[src/fault_mask_and_clear_regs.svh]
// register map, field positions and reset values of the fault mask and clear block
// assumes an 8-bit register port with 12-bit byte addresses
`ifndef FAULT_MASK_AND_CLEAR_REGS_SVH
`define FAULT_MASK_AND_CLEAR_REGS_SVH

`define FMC_ADDR_W 12
`define FMC_DATA_W 8

`define FMC_OFS_MASK_PRIMARY 12'h016
`define FMC_OFS_MASK_SECONDARY 12'h017
`define FMC_OFS_CLEAR_PRIMARY 12'h331
`define FMC_OFS_CLEAR_SECONDARY 12'h332
`define FMC_OFS_ALARM_SUMMARY 12'h52D
`define FMC_OFS_IRQ_STATUS 12'h600
`define FMC_OFS_IRQ_MASK 12'h601

`define FMC_RST_MASK_PRIMARY 8'h00
`define FMC_RST_MASK_SECONDARY 8'h00
`define FMC_RST_CLEAR 8'h00
`define FMC_RST_IRQ_STATUS 8'h00
`define FMC_RST_IRQ_STATUS_BIT 1'h0
`define FMC_RST_IRQ_MASK 8'h00
`define FMC_RST_READ_DATA 8'h00

// primary mask / primary clear
`define FMC_P_GUARD 7
`define FMC_P_UNDERTEMP 6
`define FMC_P_OVERTEMP 5
`define FMC_P_UNDERVOLT 4
`define FMC_P_OVERVOLT 3
`define FMC_P_ADC_COMPARE 2
`define FMC_P_SYSTEM 1
`define FMC_P_RAIL 0

// secondary mask / secondary clear
`define FMC_S_SPARE 7
`define FMC_S_OTMEM_CRC 6
`define FMC_S_OTMEM_DATA 5
`define FMC_S_FAULT_LINK 4
`define FMC_S_FAULT_TONE 3
`define FMC_S_HEARTBEAT 2
`define FMC_S_CHAIN_LINK 1
`define FMC_S_UART_LINK 0

// writable bits: secondary clear bit 7 is reserved
`define FMC_CLEAR_PRIMARY_BITS 8'hFF
`define FMC_CLEAR_SECONDARY_BITS 8'h7F

// alarm summary and interrupt status layout
`define FMC_SUM_GUARD 7
`define FMC_SUM_ADC_COMPARE 6
`define FMC_SUM_OTMEM 5
`define FMC_SUM_LINK 4
`define FMC_SUM_TEMP 3
`define FMC_SUM_VOLT 2
`define FMC_SUM_SYSTEM 1
`define FMC_SUM_RAIL 0

`endif

[src/fault_mask_and_clear_pkg.sv]
// types shared by the fault mask and clear block
// assumes the widths of fault_mask_and_clear_regs.svh
`include "fault_mask_and_clear_regs.svh"
package fault_mask_and_clear_pkg;
  typedef logic [`FMC_ADDR_W-1:0] reg_addr_type;
  typedef logic [`FMC_DATA_W-1:0] reg_byte_type;
endpackage

[src/fault_mask_and_clear.sv]
// fault aggregation: masks, write-one clears, alarm pin, summary, interrupt
// assumes fault status owners on the same clock give "any bit set" levels
// and clear their registers on the one-cycle clear pulses driven here
//
// The strobed register port was left to the implementer.
`timescale 1ns/1ps
`include "fault_mask_and_clear_regs.svh"

// What this block does
// - Guard, undervolt, overvolt and adc compare faults pull the alarm pin low unless masked.
// - System faults pull the alarm pin low while the system mask bit is 0.
// - The otmem crc mask gates only the customer and factory crc flags onto the pin.
// - The otmem data mask gates all other otmem flags onto the pin.
// - The fault link detected flag pulls the pin low while its mask bit is 0.
// - The fault tone detected flag pulls the pin low while its mask bit is 0.
// - Heartbeat too fast or lost pulls the pin low while the heartbeat mask is 0.
// - Any chain link fault pulls the pin low while the chain link mask is 0.
// - Any uart link fault pulls the pin low while the uart link mask is 0.
// - Writing 1 to the guard clear bit clears both guard status registers.
// - Writing 1 to a temp, volt or adc compare clear bit clears that whole group.
// - System and rail clear bits clear their groups and then drop back to 0 alone.
// - Otmem crc clear hits only the crc flags, otmem data clear only the error flags.
// - Link detect, tone and heartbeat clears hit only their own link flags.
// - Chain and uart link clears also clear their debug registers.
// - A read-only summary register mirrors the masked conditions of the alarm pin.
module fault_mask_and_clear
  import fault_mask_and_clear_pkg::*;
(
  input wire logic clk,
  input wire logic nrst,
  // register port
  input wire reg_addr_type reg_addr,
  input wire reg_byte_type reg_wdata,
  input wire logic reg_wr,
  input wire logic reg_rd,
  output reg_byte_type reg_rdata,
  // group status levels
  input wire logic guard_any,
  input wire logic undertemp_any,
  input wire logic overtemp_any,
  input wire logic undervolt_any,
  input wire logic overvolt_any,
  input wire logic adc_compare_any,
  input wire logic system_any,
  input wire logic rail_any,
  input wire logic customer_crc_error,
  input wire logic factory_crc_error,
  input wire logic otmem_data_any,
  input wire logic fault_link_detected,
  input wire logic fault_tone_detected,
  input wire logic heartbeat_too_fast,
  input wire logic heartbeat_lost,
  input wire logic chain_link_any,
  input wire logic uart_link_any,
  // clear pulses to status owners
  output logic guard_group_clear,
  output logic undertemp_clear,
  output logic overtemp_clear,
  output logic undervolt_clear,
  output logic overvolt_clear,
  output logic adc_compare_clear,
  output logic system_group_clear,
  output logic rail_group_clear,
  output logic otmem_crc_clear,
  output logic otmem_data_clear,
  output logic fault_link_detect_clear,
  output logic fault_tone_clear,
  output logic heartbeat_clear,
  output logic chain_link_clear,
  output logic uart_link_clear,
  // alarm pin and interrupt
  output logic alarm_out_n,
  output logic irq
);

  function automatic logic addr_hit(input reg_addr_type a, input reg_addr_type ofs);
    addr_hit = (a == ofs);
  endfunction

  // summary slot that each masked lane feeds
  function automatic int unsigned summary_slot(input int unsigned lane);
    unique case (lane)
      14: summary_slot = `FMC_SUM_GUARD;
      13: summary_slot = `FMC_SUM_TEMP;
      12: summary_slot = `FMC_SUM_TEMP;
      11: summary_slot = `FMC_SUM_VOLT;
      10: summary_slot = `FMC_SUM_VOLT;
      9: summary_slot = `FMC_SUM_ADC_COMPARE;
      8: summary_slot = `FMC_SUM_SYSTEM;
      7: summary_slot = `FMC_SUM_RAIL;
      6: summary_slot = `FMC_SUM_OTMEM;
      5: summary_slot = `FMC_SUM_OTMEM;
      4: summary_slot = `FMC_SUM_LINK;
      3: summary_slot = `FMC_SUM_LINK;
      2: summary_slot = `FMC_SUM_LINK;
      1: summary_slot = `FMC_SUM_LINK;
      0: summary_slot = `FMC_SUM_LINK;
      default: summary_slot = `FMC_SUM_RAIL;
    endcase
  endfunction

  reg_byte_type mask_primary_ff;
  reg_byte_type mask_secondary_ff;
  reg_byte_type clear_primary_ff;
  reg_byte_type clear_secondary_ff;
  reg_byte_type irq_status_ff;
  reg_byte_type irq_mask_ff;
  reg_byte_type summary_prev_ff;
  reg_byte_type rdata_ff;
  logic alarm_n_ff;
  reg_byte_type alarm_summary;
  reg_byte_type nxt_rdata;
  reg_byte_type summary_rise;
  logic wr_mask_primary;
  logic wr_mask_secondary;
  logic wr_clear_primary;
  logic wr_clear_secondary;
  logic wr_irq_mask;
  logic rd_irq_status;
  logic [14:0] lane_level;
  logic [14:0] lane_mask;
  logic [14:0] lane_hit;

  assign wr_mask_primary = reg_wr && addr_hit(reg_addr, `FMC_OFS_MASK_PRIMARY);
  assign wr_mask_secondary = reg_wr && addr_hit(reg_addr, `FMC_OFS_MASK_SECONDARY);
  assign wr_clear_primary = reg_wr && addr_hit(reg_addr, `FMC_OFS_CLEAR_PRIMARY);
  assign wr_clear_secondary = reg_wr && addr_hit(reg_addr, `FMC_OFS_CLEAR_SECONDARY);
  assign wr_irq_mask = reg_wr && addr_hit(reg_addr, `FMC_OFS_IRQ_MASK);
  assign rd_irq_status = reg_rd && addr_hit(reg_addr, `FMC_OFS_IRQ_STATUS);

  // mask registers, spare bit stored but never read by logic
  always_ff @(posedge clk or negedge nrst) begin
    if (!nrst) begin
      mask_primary_ff <= `FMC_RST_MASK_PRIMARY;
    end else if (wr_mask_primary) begin
      mask_primary_ff <= reg_wdata;
    end
  end

  always_ff @(posedge clk or negedge nrst) begin
    if (!nrst) begin
      mask_secondary_ff <= `FMC_RST_MASK_SECONDARY;
    end else if (wr_mask_secondary) begin
      mask_secondary_ff <= reg_wdata;
    end
  end

  // write-one clear bits: held one cycle, then back to 0 by themselves
  always_ff @(posedge clk or negedge nrst) begin
    if (!nrst) begin
      clear_primary_ff <= `FMC_RST_CLEAR;
    end else if (wr_clear_primary) begin
      clear_primary_ff <= reg_wdata & `FMC_CLEAR_PRIMARY_BITS;
    end else begin
      clear_primary_ff <= `FMC_RST_CLEAR;
    end
  end

  always_ff @(posedge clk or negedge nrst) begin
    if (!nrst) begin
      clear_secondary_ff <= `FMC_RST_CLEAR;
    end else if (wr_clear_secondary) begin
      clear_secondary_ff <= reg_wdata & `FMC_CLEAR_SECONDARY_BITS;
    end else begin
      clear_secondary_ff <= `FMC_RST_CLEAR;
    end
  end

  // every set bit except secondary bit 7 pulses together, zeros pulse nothing
  assign guard_group_clear = clear_primary_ff[`FMC_P_GUARD];
  assign undertemp_clear = clear_primary_ff[`FMC_P_UNDERTEMP];
  assign overtemp_clear = clear_primary_ff[`FMC_P_OVERTEMP];
  assign undervolt_clear = clear_primary_ff[`FMC_P_UNDERVOLT];
  assign overvolt_clear = clear_primary_ff[`FMC_P_OVERVOLT];
  assign adc_compare_clear = clear_primary_ff[`FMC_P_ADC_COMPARE];
  assign system_group_clear = clear_primary_ff[`FMC_P_SYSTEM];
  assign rail_group_clear = clear_primary_ff[`FMC_P_RAIL];
  assign otmem_crc_clear = clear_secondary_ff[`FMC_S_OTMEM_CRC];
  assign otmem_data_clear = clear_secondary_ff[`FMC_S_OTMEM_DATA];
  assign fault_link_detect_clear = clear_secondary_ff[`FMC_S_FAULT_LINK];
  assign fault_tone_clear = clear_secondary_ff[`FMC_S_FAULT_TONE];
  assign heartbeat_clear = clear_secondary_ff[`FMC_S_HEARTBEAT];
  assign chain_link_clear = clear_secondary_ff[`FMC_S_CHAIN_LINK];
  assign uart_link_clear = clear_secondary_ff[`FMC_S_UART_LINK];

  // raw levels, lane order follows the two mask registers
  assign lane_level[14] = guard_any;
  assign lane_level[13] = undertemp_any;
  assign lane_level[12] = overtemp_any;
  assign lane_level[11] = undervolt_any;
  assign lane_level[10] = overvolt_any;
  assign lane_level[9] = adc_compare_any;
  assign lane_level[8] = system_any;
  assign lane_level[7] = rail_any;
  assign lane_level[6] = customer_crc_error || factory_crc_error;
  assign lane_level[5] = otmem_data_any;
  assign lane_level[4] = fault_link_detected;
  assign lane_level[3] = fault_tone_detected;
  assign lane_level[2] = heartbeat_too_fast || heartbeat_lost;
  assign lane_level[1] = chain_link_any;
  assign lane_level[0] = uart_link_any;

  // mask bit of each lane
  assign lane_mask[14] = mask_primary_ff[`FMC_P_GUARD];
  assign lane_mask[13] = mask_primary_ff[`FMC_P_UNDERTEMP];
  assign lane_mask[12] = mask_primary_ff[`FMC_P_OVERTEMP];
  assign lane_mask[11] = mask_primary_ff[`FMC_P_UNDERVOLT];
  assign lane_mask[10] = mask_primary_ff[`FMC_P_OVERVOLT];
  assign lane_mask[9] = mask_primary_ff[`FMC_P_ADC_COMPARE];
  assign lane_mask[8] = mask_primary_ff[`FMC_P_SYSTEM];
  assign lane_mask[7] = mask_primary_ff[`FMC_P_RAIL];
  assign lane_mask[6] = mask_secondary_ff[`FMC_S_OTMEM_CRC];
  assign lane_mask[5] = mask_secondary_ff[`FMC_S_OTMEM_DATA];
  assign lane_mask[4] = mask_secondary_ff[`FMC_S_FAULT_LINK];
  assign lane_mask[3] = mask_secondary_ff[`FMC_S_FAULT_TONE];
  assign lane_mask[2] = mask_secondary_ff[`FMC_S_HEARTBEAT];
  assign lane_mask[1] = mask_secondary_ff[`FMC_S_CHAIN_LINK];
  assign lane_mask[0] = mask_secondary_ff[`FMC_S_UART_LINK];

  // a set mask bit keeps its lane away from pin and summary
  genvar lane_i;
  generate
    for (lane_i = 0; lane_i < 15; lane_i++) begin : g_lane
      assign lane_hit[lane_i] = lane_level[lane_i] && !lane_mask[lane_i];
    end
  endgenerate

  // per-group summary, shared by pin and summary register
  always_comb begin
    alarm_summary = 8'h00;
    for (int unsigned i = 0; i < 15; i++) begin
      if (lane_hit[i]) begin
        alarm_summary[summary_slot(i)] = 1'h1;
      end
    end
  end

  // alarm pin, low while any masked condition holds
  always_ff @(posedge clk or negedge nrst) begin
    if (!nrst) begin
      alarm_n_ff <= 1'h1;
    end else begin
      alarm_n_ff <= ~|alarm_summary;
    end
  end

  assign alarm_out_n = alarm_n_ff;

  // interrupt: rising summary bits are sticky, a status read clears
  assign summary_rise = alarm_summary & ~summary_prev_ff;

  always_ff @(posedge clk or negedge nrst) begin
    if (!nrst) begin
      summary_prev_ff <= 8'h00;
    end else begin
      summary_prev_ff <= alarm_summary;
    end
  end

  // each status bit is sticky on its own; a new event in the read cycle survives
  genvar slot_i;
  generate
    for (slot_i = 0; slot_i < 8; slot_i++) begin : g_status
      always_ff @(posedge clk or negedge nrst) begin
        if (!nrst) begin
          irq_status_ff[slot_i] <= `FMC_RST_IRQ_STATUS_BIT;
        end else if (rd_irq_status) begin
          irq_status_ff[slot_i] <= summary_rise[slot_i];
        end else begin
          irq_status_ff[slot_i] <= irq_status_ff[slot_i] | summary_rise[slot_i];
        end
      end
    end
  endgenerate

  always_ff @(posedge clk or negedge nrst) begin
    if (!nrst) begin
      irq_mask_ff <= `FMC_RST_IRQ_MASK;
    end else if (wr_irq_mask) begin
      irq_mask_ff <= reg_wdata;
    end
  end

  assign irq = |(irq_status_ff & ~irq_mask_ff);

  // read mux, unmapped addresses read 0
  always_comb begin
    nxt_rdata = 8'h00;
    if (reg_rd) begin
      unique case (reg_addr)
        `FMC_OFS_MASK_PRIMARY: nxt_rdata = mask_primary_ff;
        `FMC_OFS_MASK_SECONDARY: nxt_rdata = mask_secondary_ff;
        `FMC_OFS_CLEAR_PRIMARY: nxt_rdata = clear_primary_ff;
        `FMC_OFS_CLEAR_SECONDARY: nxt_rdata = clear_secondary_ff;
        `FMC_OFS_ALARM_SUMMARY: nxt_rdata = alarm_summary;
        `FMC_OFS_IRQ_STATUS: nxt_rdata = irq_status_ff;
        `FMC_OFS_IRQ_MASK: nxt_rdata = irq_mask_ff;
        default: nxt_rdata = 8'h00;
      endcase
    end
  end

  always_ff @(posedge clk or negedge nrst) begin
    if (!nrst) begin
      rdata_ff <= `FMC_RST_READ_DATA;
    end else begin
      rdata_ff <= nxt_rdata;
    end
  end

  assign reg_rdata = rdata_ff;

endmodule // fault_mask_and_clear

[config.mk]
export PLATFORM = sky130hd
export DESIGN_NAME = fault_mask_and_clear
export DESIGN_NICKNAME = d
export VERILOG_FILES = /design/src/fault_mask_and_clear_pkg.sv /design/src/fault_mask_and_clear.sv
export VERILOG_INCLUDE_DIRS = /design/src
export SDC_FILE = /design/constraint.sdc
export NUM_CORES = 1
export LEC_CHECK = 0
export BUFFER_PORTS_ARGS = -buffer_cell sky130_fd_sc_hd__buf_2
export CORE_MARGIN = 3
export CORE_UTILIZATION = 25
export CTS_CLUSTER_DIAMETER = 100
export DETAILED_ROUTE_END_ITERATION = 8
export PLACE_DENSITY = 0.48
export REMOVE_ABC_BUFFERS = 1
export SYNTH_ARGS = -nofsm -noshare
export SYNTH_HDL_FRONTEND = slang
export SYNTH_SLANG_ARGS = --single-unit
[constraint.sdc]
create_clock -name clk -period 2.8 [get_ports clk]
set_input_delay 0 -clock clk [delete_from_list [all_inputs] [get_ports clk]]
set_output_delay 0 -clock clk [all_outputs]
set_load 0.1 [all_outputs]
==> impl_metrics.yaml <==
critical_path:
  reg2reg_from: "mask_secondary_ff[1]"
  critPathRequiredTime_ns: 2.80
  rrSetupSlack_ns: 1.16
  startpoint_type: "flop"
  critPathBufInv: 2
  cp_slowest_stage_delay_ns: 0.56
  arrival_ns: 1.76
  crit_type: "flop to primary output"
  crit_family: "simple AND/OR/NAND/NOR gates"
  crit_fanout: 2
  crit_chain: "inv_1, o22ai_1, or4_1, buf_2"
  crit_slowest_cell: "or4_1"
  r2r_cells: 5
  cp-end-kind: "primary output"
  r2r-end: "reg_rdata[4]"
timing:
  hold_viol: 0
  tns_ns: 0
  relSlewSlack_pct: 60.0
  tightest_slew_ns: 0.601
  setup_viol: 0
  rsz0062_at_grt: "false"
  holdWs_ns: 0.0194
  report.final.slew_viol_count: 0
  skew_ns: 0.00581
  period_share_pct: 62.7
  clock.fmax_ghz: 0.570
  period_needed_ns: 1.76
routing:
  wl_um: 7830
  post_drt_wl_per_cell_um: 16.5
  num_vias: 2204
  ant_nets: 0
  drc: 0
  drtIter0Drc: 188
  avgViaCountPerCell: 4.64
  first_pass_iters: 5
synth:
  syn_area_per_cell_um2: 11.5
  yosys_warnings: 0
  synthesis.area_um2: 2840
  synthCells: 246
  synth_ff_type: "dfrtp_1"
  synthTopCellsByArea: "dfrtp_1 (56%), mux2_2 (7.9%), and3_1 (3.5%), inv_1 (3.3%), mux2_1 (3.2%)"
  yosys.area.top_type_share_pct: 55.5
  yosysUniqueCellTypes: 39
  seq_area_frac_synth_pct: 56.5
  async_reset_ff_share_pct: 100
  synth-seq-cells: 64
  synth_edf_count: 0
  synth_top_area_cell: "dfrtp_1"
min_path:
  hold_path_end: "summary_prev_ff[6]"
  holdPathStages: 2
  min-delay-start: "adc_compare_any"
  holdCritPathClass: "input pin to flop"
layout:
  n_antenna_cell: 0
  n_fill_cell: 1112
  nets: 371
  multiInputGateArea_um2: 1100
  instances_no_fill: 475
  area_growth_pct: 33.0
  seq_area_um2: 1600
  drive_above_1_share_pct: 34.6
grt:
  antenna_found_initial: 0
  grtUsageTotal_pct: 12.7
  grt_max_degree: 32
  grt_pass1_wl_um: 12400
  overflow: 0
  grt_pass1_vias: 2255
die:
  initial_utilization_pct: 25.8
  die_h_um: 113
  core_um2: 11000
  io_pins: 66
  rows: 38
  die_w_um: 113
  die_area_um2: 12700
power:
  p_per_area_nw_per_um2: 601
  power_leakage_nw: 1.91
  power_mw: 2.27
  peakVddDrop_mv: 0.285
clock_network:
  h-tree-depth: 3
  cts_hold_buf: 11
  clk_path_buf_depth: 2
  clk_latency_ns: 0.33
  cts_made_buffers: 9
  cts.reportedPaths.clkPinSlew_ns: 0.06
  clock_tree.root_cell: "clkbuf_16"
  cts_setup_buffers: 0
  cts_tree: "done"
  post_cts_resized: 0
  cts.sinks: 64
placement:
  io_buffers: 65
  dp_hpwl_um: 5820
  dp_cells: 448
  gp_congestion: 0.815
job:
  drv_cap: 0
run_status:
  outcome: "completed"
## synthesized netlist by cell type (all sizes together) (3+ instances only)
| cell | instances |
|---|---|
| a21oi | 10 |
| a222oi | 8 |
| a22o | 6 |
| a22oi | 8 |
| and3 | 16 |
| clkbuf | 7 |
| dfrtp | 63 |
| inv | 25 |
| mux2 | 28 |
| nand2 | 16 |
| nand2b | 3 |
| nand3 | 4 |
| nand3b | 4 |
| nor2 | 8 |
| nor2b | 4 |
| nor3 | 3 |
| o21ai | 12 |
| o22ai | 6 |
## area by class of cell
class / count / area share (%)
multi-input cells: 148 / 29.1
well taps: 140 / 4.64
repair buffers: 82 / 12.7
clock inverters: 5 / 2.12
inverters: 25 / 2.49
clock buffers: 11 / 6.43
flip-flops and latches: 64 / 42.5
## placed cells by master, fill, tap and decap left out, drive strengths merged, types with 10 or more instances in the layout
cell	instances
and3	16
nand2	16
clkbuf	11
inv	25
buf	71
a21oi	10
mux2	28
dfrtp	63
o21ai	12
dlygate4sd3	11
## registers in the layout (all words and copies together) (netlist names)
signal,flops
summary_prev_ff,8
mask_secondary_ff,8
reg_rdata,8
clear_secondary_ff,7
irq_mask_ff,8
alarm_out_n,1
clear_primary_ff,8
irq_status_ff,8
mask_primary_ff,8
## per-layer routing
metal	up-vias	part of all wire (%)	track usage, %
li1	1064	-	-
met1	1068	47	17.2
met2	60	47	20.2
met3	12	3.8	2.75
met4	0	1.6	4.57
met5	-	0	0
## logic make-up after synthesis
family,Yosys count,synth area share [%]
flip-flops,64,56.5
buffers and inverters,34,4.80
AO/OA/AOI/OAI,55,13.5
multiplexers,28,11.1
AND/OR/NAND/NOR,65,14.1
## how the worst max path moves through the flow
| stage | to | depth (start not counted) | from | slack, ns |
|---|---|---|---|---|
| after floorplan | irq_mask_ff[0] | 5 | reg_addr[2] | 1.19 |
| after global placement | irq_mask_ff[7] | 6 | reg_addr[2] | 0.90 |
| after detailed placement | irq_mask_ff[3] | 6 | reg_addr[2] | 0.86 |
| after CTS | irq | 4 | irq_status_ff[3] | 1.03 |
| after global routing | irq | 4 | irq_status_ff[3] | 0.98 |
| final | irq | 4 | irq_status_ff[3] | 1.04 |
## per-stage QoR
stage | utilization (%) | worst slack [ns] | cell area (um^2)
after floorplan | - | 1.19 | 2800
after global placement | 30.4 | 0.897 | 3340
after detailed placement | 30.4 | 0.856 | 3340
after CTS | 34.4 | 1.03 | 3770
after global routing | 34.4 | 0.982 | 3770
final | 34.4 | 1.04 | 3770
## where the power goes
part | internal (mW) | switching [mW]
registers | 0.936 | 0.00467
clock network | 0.802 | 0.406
logic | 0.0493 | 0.0723
No activity file was read; power rests on OpenSTA's default activity.
